File: config.mk
export PLATFORM = sky130hd
export DESIGN_NAME = scr_regs
export DESIGN_NICKNAME = d
export VERILOG_FILES = /design/src/logic/scr_pkg.sv /design/src/logic/scr_sio_if.sv /design/src/logic/scr_regs.sv /design/src/logic/scr_sioclk.sv
export SDC_FILE = /design/constraint.sdc
export NUM_CORES = 1
export LEC_CHECK = 0
export ABC_AREA = 1
export BUFFER_PORTS_ARGS = -buffer_cell sky130_fd_sc_hd__buf_2
export CORE_MARGIN = 5
export CORE_UTILIZATION = 48
export CTS_BUF_LIST = sky130_fd_sc_hd__clkbuf_8
export DETAILED_ROUTE_END_ITERATION = 10
export PLACE_DENSITY = 0.83
export SLEW_MARGIN = 20
export SYNTH_ARGS = -nofsm -noshare
export SYNTH_HDL_FRONTEND = slang
export SYNTH_SLANG_ARGS = --single-unit
File: constraint.sdc
create_clock -name CLK_SYS -period 1.62 [get_ports CLK_SYS]
set_clock_uncertainty 0.1 [all_clocks]
set_input_delay 0.081 -clock CLK_SYS [delete_from_list [all_inputs] [get_ports CLK_SYS]]
set_output_delay 0.081 -clock CLK_SYS [all_outputs]
set_load 0.03 [all_outputs]
File: src/logic/scr_pkg.sv
// Constants shared by the system control register bank.
// Assumes nibble-addressed data memory with a 12-bit address.
package scr_pkg;

  // ************************************************************
  // Register addresses (nibble addresses)
  // ************************************************************
  localparam logic [11:0] SCR_PSW_LO_ADDR = 12'h0fb0;
  localparam logic [11:0] SCR_PSW_HI_ADDR = 12'h0fb1;
  localparam logic [11:0] SCR_SYSTEM_CLOCK_MODE_ADDR = 12'h0fb7;
  localparam logic [11:0] SCR_PU_LOW_ADDR = 12'h0fdc;
  localparam logic [11:0] SCR_PU_HIGH_ADDR = 12'h0fde;
  localparam logic [11:0] SCR_SERIAL_PORT_MODE_ADDR = 12'h0fe0;

  // ************************************************************
  // Reset values
  // ************************************************************
  localparam logic [3:0] SCR_PSW_LO_RST = 4'h0;
  localparam logic [2:0] SCR_SKIP_RST = 3'h0;
  localparam logic [3:0] SCR_SYSTEM_CLOCK_MODE_RST = 4'h0;
  localparam logic [7:0] SCR_PU_LOW_RST = 8'h00;
  localparam logic [1:0] SCR_PU_HIGH_RST = 2'h0;
  localparam logic [2:0] SCR_SIOSEL_RST = 3'h0;

  // ************************************************************
  // Field positions
  // ************************************************************
  localparam int SCR_PSW_ERB_BIT = 0;
  localparam int SCR_PSW_EMB_BIT = 1;
  localparam int SCR_PSW_IS_LSB = 2;
  localparam int SCR_PSW_CARRY_BIT = 3;
  localparam int SCR_SYSTEM_CLOCK_MODE_SEL_BIT = 0;
  localparam int SCR_SYSTEM_CLOCK_MODE_SUB_BIT = 2;
  localparam int SCR_SYSTEM_CLOCK_MODE_MAIN_BIT = 3;
  localparam int SCR_SERIAL_PORT_MODE_SEL_LSB = 5;
  localparam int SCR_PU_HIGH_W = 2;

  // ************************************************************
  // Data memory windows
  // ************************************************************
  localparam logic [11:0] SCR_DM_B15_LO = 12'h0f80;
  localparam logic [11:0] SCR_DM_B0_HI = 12'h007f;
  localparam logic [3:0] SCR_DM_TOP_BANK = 4'h4;
  localparam logic [3:0] SCR_DM_SFR_BANK = 4'hf;

  // ************************************************************
  // Serial prescaler
  // ************************************************************
  localparam int SCR_SIO_SLOW_EXP = 10;
  localparam int SCR_SIO_FAST_EXP = 4;

  // ************************************************************
  // Enumerations
  // ************************************************************
  typedef enum logic [1:0] {
    SCR_ACC_BIT = 2'h0,
    SCR_ACC_NIB = 2'h1,
    SCR_ACC_BYTE = 2'h2
  } scr_acc_t;

  typedef enum logic [1:0] {
    SCR_IS_ALL = 2'h0,
    SCR_IS_HIGH = 2'h1,
    SCR_IS_NONE = 2'h2,
    SCR_IS_UNDEF = 2'h3
  } scr_isl_t;

  typedef enum logic [2:0] {
    SCR_SIO_EXT = 3'h0,
    SCR_SIO_T0 = 3'h1,
    SCR_SIO_CPU0 = 3'h2,
    SCR_SIO_CPU1 = 3'h3,
    SCR_SIO_DIV10 = 3'h4,
    SCR_SIO_RSV5 = 3'h5,
    SCR_SIO_RSV6 = 3'h6,
    SCR_SIO_DIV4 = 3'h7
  } scr_siosel_t;

endpackage

File: src/logic/scr_sio_if.sv
// Carrier between the register bank and the serial clock selector.
// Assumes both ends share CLK_SYS.
`timescale 1ns/1ns
interface scr_sio_if;
  logic [2:0] clk_sel;
  logic halted;
  logic sck_pin;
  logic t0_clk;
  logic cpu_tick;
  logic shift_tick;
  logic ext_clk;
  logic buf_en;

  modport regs (output clk_sel, output halted, output sck_pin, output t0_clk, output cpu_tick,
    input shift_tick, input ext_clk, input buf_en);
  modport sel (input clk_sel, input halted, input sck_pin, input t0_clk, input cpu_tick,
    output shift_tick, output ext_clk, output buf_en);
endinterface // scr_sio_if

File: src/logic/scr_regs.sv
// System control register bank: status word, pull-ups, clock mode, serial clock select.
// Assumes the CPU issues at most one register access per cycle, synchronous to CLK_SYS.
//
// What this block does
// - Status bit seven is the carry flag
// - Skip flags change only by instruction execution
// - Level 00 serves all, 01 high priority
// - Level 10 serves none; 11 undefined
// - Bank flag low: upper half of bank 15, lower half of bank 0
// - Bank flag high: banks 0-4 and 15
// - Working bank zero, or operand bank when enabled
// - Carry kept in power-down reset; others zero
// - Carry reached only by single-bit access
// - Pull-up bits connect port resistors, reset zero
// - High pull-up: bits ports 8, 9; rest zero
// - Clock bit 2 alone stops sub oscillator
// - Clock bit 0 selects sub clock; bit 1 zero
// - Code 000: external clock, gated buffer access
// - Code 001: timer 0 clock, gated buffer access
// - Code 01x: CPU clock, buffer always accessible
// - Code 100 divides by 1024, 111 by 16
`timescale 1ns/1ns
module scr_regs
  import scr_pkg::*;
#(
  parameter int IRQ_N = 8
) (
  // Clock and reset
  input wire logic CLK_SYS,
  input wire logic RSTN,
  // CPU register access
  input wire logic [11:0] ACC_ADDR,
  input wire logic [1:0] ACC_SIZE,
  input wire logic [1:0] ACC_BIT,
  input wire logic ACC_WR,
  input wire logic ACC_RD,
  input wire logic [7:0] ACC_WDATA,
  output logic [7:0] ACC_RDATA,
  output logic ACC_RVALID,
  // Instruction execution results
  input wire logic EXE_CARRY_WE,
  input wire logic EXE_CARRY,
  input wire logic EXE_SKIP_WE,
  input wire logic [2:0] EXE_SKIP,
  input wire logic EXE_SRB_WE,
  input wire logic [1:0] EXE_SRB,
  input wire logic PWR_DOWN,
  // Status word fields
  output logic CARRY,
  output logic [2:0] SKIP_CONDITION_FLAGS,
  output logic [1:0] INTERRUPT_SERVICE_LEVEL,
  output logic MEMORY_BANK_ENABLE,
  output logic WORKING_BANK_ENABLE,
  output logic [1:0] WORKING_BANK,
  // Interrupt gating
  input wire logic [IRQ_N-1:0] IRQ_PEND,
  input wire logic [IRQ_N-1:0] INTERRUPT_PRIORITY_REGISTER,
  output logic [IRQ_N-1:0] IRQ_SERVICE,
  // Data memory window check
  input wire logic [11:0] DM_ADDR,
  output logic DM_ALLOWED,
  // Port pull-ups
  output logic [9:0] PULLUP_EN,
  // Oscillator control
  output logic MAIN_OSC_EN,
  output logic SUB_OSC_EN,
  output logic SUB_CLK_SEL,
  // Serial clocking
  input wire logic SIO_HALTED,
  input wire logic SCK_PIN,
  input wire logic TIMER0_OUTPUT_CLOCK,
  input wire logic CPU_CLK_TICK,
  output logic [2:0] SIO_CLK_SEL,
  output logic SIO_SHIFT_TICK,
  output logic SIO_EXT_CLK,
  output logic SERIAL_SHIFT_BUFFER_ACCESS_EN
);

  // ************************************************************
  // Access decode
  // ************************************************************
  function automatic logic hit(input logic [11:0] a, input logic [11:0] r, input scr_acc_t s);
    // Byte access uses the even nibble of a pair
    hit = (s == SCR_ACC_BYTE) ? (a[11:1] == r[11:1]) : (a == r);
  endfunction

  function automatic logic [3:0] bit_set(input logic [3:0] v, input logic [1:0] b, input logic d);
    logic [3:0] t;
    t = v;
    t[b] = d;
    bit_set = t;
  endfunction

  scr_acc_t size;
  logic psw_lo_hit;
  logic psw_hi_hit;
  logic system_clock_mode_hit;
  logic pu_low_hit;
  logic pu_high_hit;
  logic serial_port_mode_hit;

  always_comb begin
    size = scr_acc_t'(ACC_SIZE);
    psw_lo_hit = hit(ACC_ADDR, SCR_PSW_LO_ADDR, size);
    psw_hi_hit = (size != SCR_ACC_BYTE) && (ACC_ADDR == SCR_PSW_HI_ADDR);
    system_clock_mode_hit = (size == SCR_ACC_BIT) && (ACC_ADDR == SCR_SYSTEM_CLOCK_MODE_ADDR);
    pu_low_hit = (size == SCR_ACC_BYTE) && hit(ACC_ADDR, SCR_PU_LOW_ADDR, size);
    pu_high_hit = (size == SCR_ACC_NIB) && (ACC_ADDR == SCR_PU_HIGH_ADDR);
    serial_port_mode_hit = (size == SCR_ACC_BYTE) && hit(ACC_ADDR, SCR_SERIAL_PORT_MODE_ADDR, size);
  end

  // ************************************************************
  // Status word
  // ************************************************************
  logic [3:0] psw_lo_r;
  logic [3:0] psw_lo_nxt;
  logic [2:0] skip_r;
  logic [2:0] skip_nxt;
  logic [1:0] bank_r;
  logic [1:0] bank_nxt;
  logic carry_r;
  logic carry_nxt;

  always_comb begin
    psw_lo_nxt = psw_lo_r;
    if (ACC_WR && psw_lo_hit) begin
      if (size == SCR_ACC_BIT) begin
        psw_lo_nxt = bit_set(psw_lo_r, ACC_BIT, ACC_WDATA[0]);
      end else begin
        psw_lo_nxt = ACC_WDATA[3:0];
      end
    end
    // Skip flags ignore every register write
    skip_nxt = EXE_SKIP_WE ? EXE_SKIP : skip_r;
    bank_nxt = EXE_SRB_WE ? EXE_SRB : bank_r;
    carry_nxt = carry_r;
    if (ACC_WR && psw_hi_hit && size == SCR_ACC_BIT && ACC_BIT == 2'(SCR_PSW_CARRY_BIT)) begin
      carry_nxt = ACC_WDATA[0];
    end
    // Execution result wins over a same-cycle bit write
    if (EXE_CARRY_WE) begin
      carry_nxt = EXE_CARRY;
    end
  end

  always_ff @(posedge CLK_SYS or negedge RSTN) begin
    if (!RSTN) begin
      psw_lo_r <= SCR_PSW_LO_RST;
      skip_r <= SCR_SKIP_RST;
      bank_r <= 2'h0;
    end else begin
      psw_lo_r <= psw_lo_nxt;
      skip_r <= skip_nxt;
      bank_r <= bank_nxt;
    end
  end

  // Carry has a synchronous reset that is skipped while PWR_DOWN is high, so a power-down reset cannot disturb it
  always_ff @(posedge CLK_SYS) begin
    if (!RSTN) begin
      if (!PWR_DOWN) begin
        carry_r <= 1'b0;
      end
    end else begin
      carry_r <= carry_nxt;
    end
  end

  // ************************************************************
  // Control registers
  // ************************************************************
  logic [3:0] system_clock_mode_r;
  logic [3:0] system_clock_mode_nxt;
  logic [7:0] pu_low_r;
  logic [7:0] pu_low_nxt;
  logic [SCR_PU_HIGH_W-1:0] pu_high_r;
  logic [SCR_PU_HIGH_W-1:0] pu_high_nxt;
  logic [2:0] siosel_r;
  logic [2:0] siosel_nxt;

  always_comb begin
    system_clock_mode_nxt = system_clock_mode_r;
    pu_low_nxt = pu_low_r;
    pu_high_nxt = pu_high_r;
    siosel_nxt = siosel_r;
    if (ACC_WR && system_clock_mode_hit) begin
      system_clock_mode_nxt = bit_set(system_clock_mode_r, ACC_BIT, ACC_WDATA[0]);
    end
    system_clock_mode_nxt[1] = 1'b0;
    if (ACC_WR && pu_low_hit) begin
      pu_low_nxt = ACC_WDATA;
    end
    // Upper two bits are not stored at all
    if (ACC_WR && pu_high_hit) begin
      pu_high_nxt = ACC_WDATA[SCR_PU_HIGH_W-1:0];
    end
    // Shifter start, enable and mode bits live elsewhere
    if (ACC_WR && serial_port_mode_hit) begin
      siosel_nxt = ACC_WDATA[SCR_SERIAL_PORT_MODE_SEL_LSB +: 3];
    end
  end

  always_ff @(posedge CLK_SYS or negedge RSTN) begin
    if (!RSTN) begin
      system_clock_mode_r <= SCR_SYSTEM_CLOCK_MODE_RST;
      pu_low_r <= SCR_PU_LOW_RST;
      pu_high_r <= SCR_PU_HIGH_RST;
      siosel_r <= SCR_SIOSEL_RST;
    end else begin
      system_clock_mode_r <= system_clock_mode_nxt;
      pu_low_r <= pu_low_nxt;
      pu_high_r <= pu_high_nxt;
      siosel_r <= siosel_nxt;
    end
  end

  // ************************************************************
  // Read path
  // ************************************************************
  logic [7:0] rdata_nxt;
  logic [7:0] rdata_r;
  logic rvalid_r;

  always_comb begin
    rdata_nxt = 8'h00;
    // Write-only registers read as zero
    if (ACC_RD && psw_lo_hit) begin
      unique case (size)
        SCR_ACC_BIT: rdata_nxt = {7'h00, psw_lo_r[ACC_BIT]};
        SCR_ACC_NIB: rdata_nxt = {4'h0, psw_lo_r};
        default: rdata_nxt = {1'b0, skip_r, psw_lo_r};
      endcase
    end else if (ACC_RD && psw_hi_hit) begin
      if (size == SCR_ACC_BIT) begin
        rdata_nxt = {7'h00, (ACC_BIT == 2'(SCR_PSW_CARRY_BIT)) ? carry_r : skip_r[ACC_BIT]};
      end else begin
        rdata_nxt = {5'h00, skip_r};
      end
    end
  end

  always_ff @(posedge CLK_SYS or negedge RSTN) begin
    if (!RSTN) begin
      rdata_r <= 8'h00;
      rvalid_r <= 1'b0;
    end else begin
      rdata_r <= rdata_nxt;
      rvalid_r <= ACC_RD;
    end
  end

  // ************************************************************
  // Decoded behaviour
  // ************************************************************
  scr_isl_t isl;
  logic [3:0] dm_bank;

  always_comb begin
    isl = scr_isl_t'(psw_lo_r[SCR_PSW_IS_LSB +: 2]);
    unique case (isl)
      SCR_IS_ALL: IRQ_SERVICE = IRQ_PEND;
      SCR_IS_HIGH: IRQ_SERVICE = IRQ_PEND & INTERRUPT_PRIORITY_REGISTER;
      // Undefined level treated as blocking, the safe choice
      SCR_IS_NONE, SCR_IS_UNDEF: IRQ_SERVICE = '0;
    endcase
    dm_bank = DM_ADDR[11:8];
    if (psw_lo_r[SCR_PSW_EMB_BIT]) begin
      DM_ALLOWED = (dm_bank <= SCR_DM_TOP_BANK) || (dm_bank == SCR_DM_SFR_BANK);
    end else begin
      DM_ALLOWED = (DM_ADDR >= SCR_DM_B15_LO) || (DM_ADDR <= SCR_DM_B0_HI);
    end
    WORKING_BANK = psw_lo_r[SCR_PSW_ERB_BIT] ? bank_r : 2'h0;
  end

  // ************************************************************
  // Serial clock selector
  // ************************************************************
  scr_sio_if sio ();

  assign sio.clk_sel = siosel_r;
  assign sio.halted = SIO_HALTED;
  assign sio.sck_pin = SCK_PIN;
  assign sio.t0_clk = TIMER0_OUTPUT_CLOCK;
  assign sio.cpu_tick = CPU_CLK_TICK;

  scr_sioclk #(
    .DIV_W(SCR_SIO_SLOW_EXP)
  ) u_sioclk (
    .clk(CLK_SYS),
    .rst_n(RSTN),
    .sio(sio.sel)
  );

  // ************************************************************
  // Outputs
  // ************************************************************
  assign ACC_RDATA = rdata_r;
  assign ACC_RVALID = rvalid_r;
  assign CARRY = carry_r;
  assign SKIP_CONDITION_FLAGS = skip_r;
  assign INTERRUPT_SERVICE_LEVEL = psw_lo_r[SCR_PSW_IS_LSB +: 2];
  assign MEMORY_BANK_ENABLE = psw_lo_r[SCR_PSW_EMB_BIT];
  assign WORKING_BANK_ENABLE = psw_lo_r[SCR_PSW_ERB_BIT];
  assign PULLUP_EN = {pu_high_r, pu_low_r};
  assign MAIN_OSC_EN = ~system_clock_mode_r[SCR_SYSTEM_CLOCK_MODE_MAIN_BIT];
  // Power-down does not touch this enable
  assign SUB_OSC_EN = ~system_clock_mode_r[SCR_SYSTEM_CLOCK_MODE_SUB_BIT];
  assign SUB_CLK_SEL = system_clock_mode_r[SCR_SYSTEM_CLOCK_MODE_SEL_BIT];
  assign SIO_CLK_SEL = siosel_r;
  assign SIO_SHIFT_TICK = sio.shift_tick;
  assign SIO_EXT_CLK = sio.ext_clk;
  assign SERIAL_SHIFT_BUFFER_ACCESS_EN = sio.buf_en;

endmodule // scr_regs

File: src/logic/scr_sioclk.sv
// Serial shifter clock source selector and prescaler.
// Assumes all inputs are synchronous to the system clock.
`timescale 1ns/1ns
module scr_sioclk
  import scr_pkg::*;
#(
  parameter int DIV_W = SCR_SIO_SLOW_EXP
) (
  // Clock and reset
  input wire logic clk,
  input wire logic rst_n,
  // Register side
  scr_sio_if.sel sio
);

  // ************************************************************
  // Free-running prescaler
  // ************************************************************
  logic [DIV_W-1:0] pre_r;
  logic [DIV_W-1:0] pre_nxt;
  logic tick_nxt;
  logic tick_r;

  always_comb begin
    pre_nxt = pre_r + DIV_W'(1);
  end

  always_ff @(posedge clk or negedge rst_n) begin
    if (!rst_n) begin
      pre_r <= '0;
    end else begin
      pre_r <= pre_nxt;
    end
  end

  // ************************************************************
  // Source select
  // ************************************************************
  always_comb begin
    sio.ext_clk = 1'b0;
    sio.buf_en = 1'b0;
    tick_nxt = 1'b0;
    unique case (scr_siosel_t'(sio.clk_sel))
      SCR_SIO_EXT: begin
        sio.ext_clk = 1'b1;
        sio.buf_en = sio.halted | sio.sck_pin;
      end
      SCR_SIO_T0: begin
        tick_nxt = sio.t0_clk;
        sio.buf_en = sio.halted | sio.sck_pin;
      end
      SCR_SIO_CPU0, SCR_SIO_CPU1: begin
        tick_nxt = sio.cpu_tick;
        sio.buf_en = 1'b1;
      end
      // One tick every 2^n system clocks
      SCR_SIO_DIV10: begin
        tick_nxt = (pre_r == '1);
        sio.buf_en = 1'b1;
      end
      SCR_SIO_DIV4: begin
        tick_nxt = (pre_r[SCR_SIO_FAST_EXP-1:0] == '1);
        sio.buf_en = 1'b1;
      end
      // Reserved codes give no shift clock
      SCR_SIO_RSV5, SCR_SIO_RSV6: begin
        sio.buf_en = 1'b1;
      end
    endcase
  end

  always_ff @(posedge clk or negedge rst_n) begin
    if (!rst_n) begin
      tick_r <= 1'b0;
    end else begin
      tick_r <= tick_nxt;
    end
  end

  assign sio.shift_tick = tick_r;

endmodule // scr_sioclk

# Yosys cells after proc, flatten, opt, wreduce, memory -nomap -nowiden
# Cells that the tools add are included.
# op_classes
n_shift,0
n_mux,27
div_mod_pow,0
eq_ne,28
addsub,1
reduce_logical,26
magnitude_cmp,5
n_bitwise,4
multipliers,0
# ops
op,count
$eq 12x12->1 const B,6
$eq 11x11->1 const B,3
$pmux 8 s3,1
$logic_and 1x1->1,16
$pmux 7 s2,1
$mux 1,13
$eq 3x3->1 const B,4
$ge 12x12->1 const B,1
$le 12x7->1 const B,1
$add 10x1->10 const B,1
$eq 10x10->1 const B,1
$and 8x8->8,1
$bwmux 4,2
$eq 2x2->1 const B,4
$eq 4x4->1 const B,2
$mux 8,1
$eq 3x2->1 const B,2
$mux 3,2
$reduce_or 2->1,3
$reduce_or 6->1,1
$bmux 1 s2,2
$eq 2x1->1 const B,2
$le 4x3->1 const B,1
$logic_not 2->1,2
other kinds (15),18
# word_totals
output_inout_bits,47
reg_bits,46
mem_bits_rw,0
latch_bits,0
memories,0
inputBits,70
rom_bits,0

# Longest topological paths before layout
# depth
ltp_word,8
depth_mapped,9
mapped_depth_nobuf,9

# By module
# From an unflattened synthesis, not the netlist that was laid out.
# hier_totals
cells_unflattened,328
area_unflattened_um2,2521.2
# modules_own_cells
mod,seq_area_each_um2,n_inst,cells_each,area_per_inst_um2
scr_regs,855.8,1,267,1976.9
scr_sioclk,275.3,1,61,544.3

# Worst setup path before layout
# No wires, ideal clock.
# synth_path
path_type,register to output
startpoint,register psw_lo_r[1]
endpoint,output DM_ALLOWED
arrival_ps,1520
setup_slack_ps,-81
path_buffers,0
required_time_ps,1439
path_stages_with_launch,3
cell_sequence,dfrtp_1 o22ai_1 a221oi_1
# synth_via
elab_chain_cells,1
# synth_lines
element,line_no,source
"start, declared",scr_regs.sv:115,logic [3:0] psw_lo_r;
"start signal, assigned",scr_regs.sv:152,psw_lo_r <= psw_lo_nxt;
$mux 1,scr_regs.sv:267,if (psw_lo_r[SCR_PSW_EMB_BIT]) begin
"end, declared",scr_regs.sv:61,"output logic DM_ALLOWED,"
# Every way passes these cells.

# Worst setup path after layout
# layout_path
startpoint,register psw_lo_r[2]
endpoint,output IRQ_SERVICE[3]
# layout_via
elab_chain_cells,3
elab_cells_between_ends,6
classes_between,eq/ne: 3; mux: 1; reduce/logical: 2
# layout_lines
element,line_no,source
$eq 2x2->1,scr_regs.sv:260,unique case (isl)
$reduce_or 2->1,scr_regs.sv:260,
$pmux 8 s3 (*),scr_regs.sv:260,
"end, declared",scr_regs.sv:58,"output logic [IRQ_N-1:0] IRQ_SERVICE,"
# Every way passes the cells marked *; elsewhere a longest branch is shown, timed or not.

==> run_summary.xml <==
<?xml version="1.0" encoding="UTF-8"?>
<metrics>
  <group name="outcome">
    <metric name="status" unit="">finished, final reports clean</metric>
  </group>
  <group name="synth">
    <metric name="post_synth_most_frequent_cells" unit="">nand2_1, inv_1, dfrtp_1, nor2_1, nand3_1</metric>
    <metric name="synthesis.yosys.warnings" unit="">0</metric>
    <metric name="netlist.area_leader.share" unit="%">45.0</metric>
    <metric name="synthDistinctLibCells" unit="">33</metric>
    <metric name="ys_async_sr_fraction" unit="%">97.8</metric>
    <metric name="ranking_of_synthesized_cells_by_area" unit="">dfrtp_1, nand2_1, inv_1</metric>
    <metric name="syn-mean-instance-area" unit="um2">7.51</metric>
    <metric name="edff_count_synth" unit="">1</metric>
    <metric name="most_area_hungry_cell_type_in_the_yosys_netlist" unit="">dfrtp_1</metric>
    <metric name="top_ff_cell_synth" unit="">dfrtp_1</metric>
    <metric name="synth.net_count" unit="">397</metric>
    <metric name="yosysMostFrequentCell" unit="">nand2_1</metric>
    <metric name="synth.cell_area" unit="um2">2450</metric>
    <metric name="postSynthCellCount" unit="">326</metric>
    <metric name="synth-seq-area-share" unit="%">46.2</metric>
    <metric name="number_of_synthesized_register_bits" unit="">45</metric>
  </group>
  <group name="run">
    <metric name="timing.max_cap.violations" unit="">0</metric>
  </group>
  <group name="timing">
    <metric name="timing.slew.headroom" unit="%">64.7</metric>
    <metric name="final_setup_violating_endpoints" unit="">0</metric>
    <metric name="max_freq" unit="MHz">665</metric>
    <metric name="worstMarginPinSlew" unit="ns">0.530</metric>
    <metric name="rsz_0062_raised_after_global_routing" unit="">no</metric>
    <metric name="fin_tns_setup" unit="ns">0</metric>
    <metric name="final.period_utilization" unit="%">92.9</metric>
    <metric name="timing.final.hold_violations" unit="">0</metric>
    <metric name="postLayoutSetupSlackWorst" unit="ns">0.115</metric>
    <metric name="finalMaxSlewViolations" unit="">0</metric>
    <metric name="period_needed" unit="ns">1.50</metric>
  </group>
  <group name="floorplan">
    <metric name="boundaryPins" unit="">117</metric>
    <metric name="core.rowCount" unit="">26</metric>
    <metric name="dieWidth" unit="um">81.4</metric>
    <metric name="die_h" unit="um">81.4</metric>
    <metric name="floorplan.core_area" unit="um2">5040</metric>
    <metric name="die_outline_area" unit="um2">6630</metric>
    <metric name="initial_core_utilization" unit="%">48.5</metric>
  </group>
  <group name="routing">
    <metric name="drt_pass1_iterations" unit="">4</metric>
    <metric name="antenna_left" unit="">0</metric>
    <metric name="vias_per_cell" unit="">4.98</metric>
    <metric name="drt-initial-drc-count" unit="">144</metric>
    <metric name="route.vias.total" unit="">2656</metric>
    <metric name="route.final.wire_length" unit="um">7170</metric>
    <metric name="drt-wirelength-per-cell" unit="um">13.5</metric>
    <metric name="drc" unit="">0</metric>
  </group>
  <group name="hold_path">
    <metric name="min_path_type" unit="">in -&gt; reg</metric>
  </group>
  <group name="global_routing">
    <metric name="grt_antenna_before_repair" unit="">0</metric>
    <metric name="globalRouteTotalUtil" unit="%">22.9</metric>
    <metric name="grt_pass1_vias" unit="">2666</metric>
    <metric name="first_pass_grt_wire_length" unit="um">11700</metric>
    <metric name="gr-total-overflow" unit="">0</metric>
    <metric name="grt_max_degree" unit="">45</metric>
  </group>
  <group name="layout">
    <metric name="fill_cells" unit="">417</metric>
    <metric name="finalCoreUtilization" unit="%">67.9</metric>
    <metric name="layout-drive-gt1-share" unit="%">30.7</metric>
    <metric name="area_delta_synth_final" unit="%">40.0</metric>
    <metric name="layout.nets" unit="">533</metric>
    <metric name="insertedDiodeCount" unit="">0</metric>
  </group>
  <group name="clock_network">
    <metric name="clock_latency_on_the_worst_skew_pair" unit="ns">0.29</metric>
    <metric name="cts_made_buffers" unit="">5</metric>
    <metric name="maximum_root_to_sink_buffer_count" unit="">2</metric>
    <metric name="clk_transition_reported_paths" unit="ns">0.08</metric>
    <metric name="clock-sinks" unit="">45</metric>
    <metric name="master_cell_of_the_clock_root_buffer" unit="">clkbuf_8</metric>
    <metric name="tritoncts" unit="">built</metric>
    <metric name="htreeDepth" unit="">2</metric>
    <metric name="post-cts-setup-buffer-count" unit="">0</metric>
  </group>
  <group name="setup_path">
    <metric name="number_of_buffer_and_inverter_instances_along_the_worst_setup_path" unit="">2</metric>
    <metric name="critical-path-top-delay-family" unit="">flip-flops</metric>
    <metric name="critical-path-slowest-cell" unit="">dfrtp_1</metric>
    <metric name="critPathRequiredTime" unit="ns">1.44</metric>
    <metric name="crit_path_end_kind" unit="">output port</metric>
    <metric name="worst_ep_arrival_time" unit="ns">1.32</metric>
    <metric name="timing.critical_path.fanout_max" unit="">8</metric>
    <metric name="timing.critical_path.cells" unit="">inv_1 &gt; o21ai_0 &gt; nor2_1 &gt; buf_2</metric>
    <metric name="startpoint_type_of_the_worst_setup_path" unit="">flop</metric>
    <metric name="biggest_cell_delay_along_the_critical_path" unit="ns">0.43</metric>
    <metric name="timing.setup.critical_path_class" unit="">reg -&gt; out</metric>
  </group>
  <group name="place">
    <metric name="finalWeightedCongestion" unit="">0.923</metric>
    <metric name="dp_slack" unit="ns">0.152</metric>
    <metric name="port_buffers" unit="">108</metric>
    <metric name="dp_hpwl" unit="um">5320</metric>
  </group>
  <group name="power">
    <metric name="p_leak" unit="nW">1.89</metric>
    <metric name="power_density" unit="nW/um2">715</metric>
    <metric name="vdd.ir_drop.worst" unit="uV">334</metric>
  </group>
</metrics>
[power breakdown]
part           leakage [nW]  internal, mW  switching (mW)  total, mW
clock network        0.0626         0.497           0.363      0.859
logic                  1.26         0.163           0.256      0.419
registers             0.565          1.15          0.0222       1.17
total                  1.89          1.81           0.641       2.45
[layout make-up]
type | instances | area (um2) | share of cell area (%)
multi-input cells | 225 | 1120 | 32.7
clock buffers | 6 | 82.6 | 2.41
inverters | 52 | 195 | 5.70
clock inverters | 2 | 33.8 | 0.986
flip-flops and latches | 45 | 1130 | 33.0
repair buffers | 133 | 776 | 22.6
well taps | 70 | 87.6 | 2.56
[state kept, by name (all words and copies together) (netlist names)]
name                     cells
SIO_CLK_SEL                  3
ACC_RVALID                   1
system_clock_mode_r          3
psw_lo_r                     4
pu_low_r                     8
ACC_RDATA                    7
u_sioclk.pre_r              10
u_sioclk.sio.shift_tick      1
pu_high_r                    2
bank_r                       2
SKIP_CONDITION_FLAGS         3
CARRY                        1
[worst reg2reg max path: stages, from the launching register on]
cell and delay (ns):
dfrtp_1 0.38, mux2_2 0.27, dlygate4sd3_1 0.57
[repair_timing]
action	4_1_cts	5_1_grt
endpoints found under the hold margin	61	0
resized for setup	0	4
endpoints found under the setup margin	0	2
hold buffers	19	0
[placed cells by master, fill, tap and decap left out, types with 4 or more instances in the layout]
cell           instances
buf_2                108
nand2_1               80
inv_1                 51
dfrtp_1               44
nor2_1                38
nand3_1               35
dlygate4sd3_1         19
o21ai_0               14
xor2_1                 6
a21oi_1                6
clkbuf_8               6
buf_4                  6
nor3_1                 5
o22ai_1                5
o21ai_1                5
nand2_2                4
o21ai_2                4
[cells by family after synthesis]
family                     Yosys count  share of synthesized area [%]
AOI/OAI and AO/OA                   38                           9.10
muxes                                2                          0.920
buffers and inverters               56                           9.05
and+or+nand+nor                    175                           31.2
DFF                                 45                           46.2
xor gates and xnor gates             8                           2.86
adders and majority gates            1                          0.511
other                                1                          0.153
[metrics by stage]
| step | power (mW) | instances | hold slack [ns] | cell area [um2] |
|---|---|---|---|---|
| final | 2.45 | 533 | 0.00752 | 3430 |
| after global placement | 1.56 | 506 | 0.153 | 3100 |
| after global routing | 2.57 | 533 | 0.0207 | 3430 |
| after CTS | 2.46 | 533 | 0.000969 | 3410 |
| after detailed placement | 1.57 | 506 | 0.153 | 3100 |
| after floorplan | 1.38 | 326 | -0.315 | 2450 |
[final timing paths]
| kind | from | to | slack (ns) | depth (start not counted) |
|---|---|---|---|---|
| max | psw_lo_r[2] | IRQ_SERVICE[3] | 0.12 | 4 |
| min | EXE_CARRY | CARRY | 0.008 | 3 |
| max reg2reg | bank_r[1] | bank_r[1] | 0.19 | 2 |
| min reg2reg | u_sioclk.pre_r[0] | u_sioclk.pre_r[0] | 0.35 | 1 |
| max in group asynchronous | RSTN | psw_lo_r[1] | 0.70 | 3 |
| min in group asynchronous | RSTN | SIO_CLK_SEL[1] | 0.35 | 3 |
[routing by layer]
layer	track usage (%)	up-vias	routed length, um
met5	0	-	0
met4	10.5	0	263
met3	5.99	26	622
met2	40.5	126	3590
met1	25.7	1194	2700
li1	-	1310	-
(Power assumes the default switching activity.)
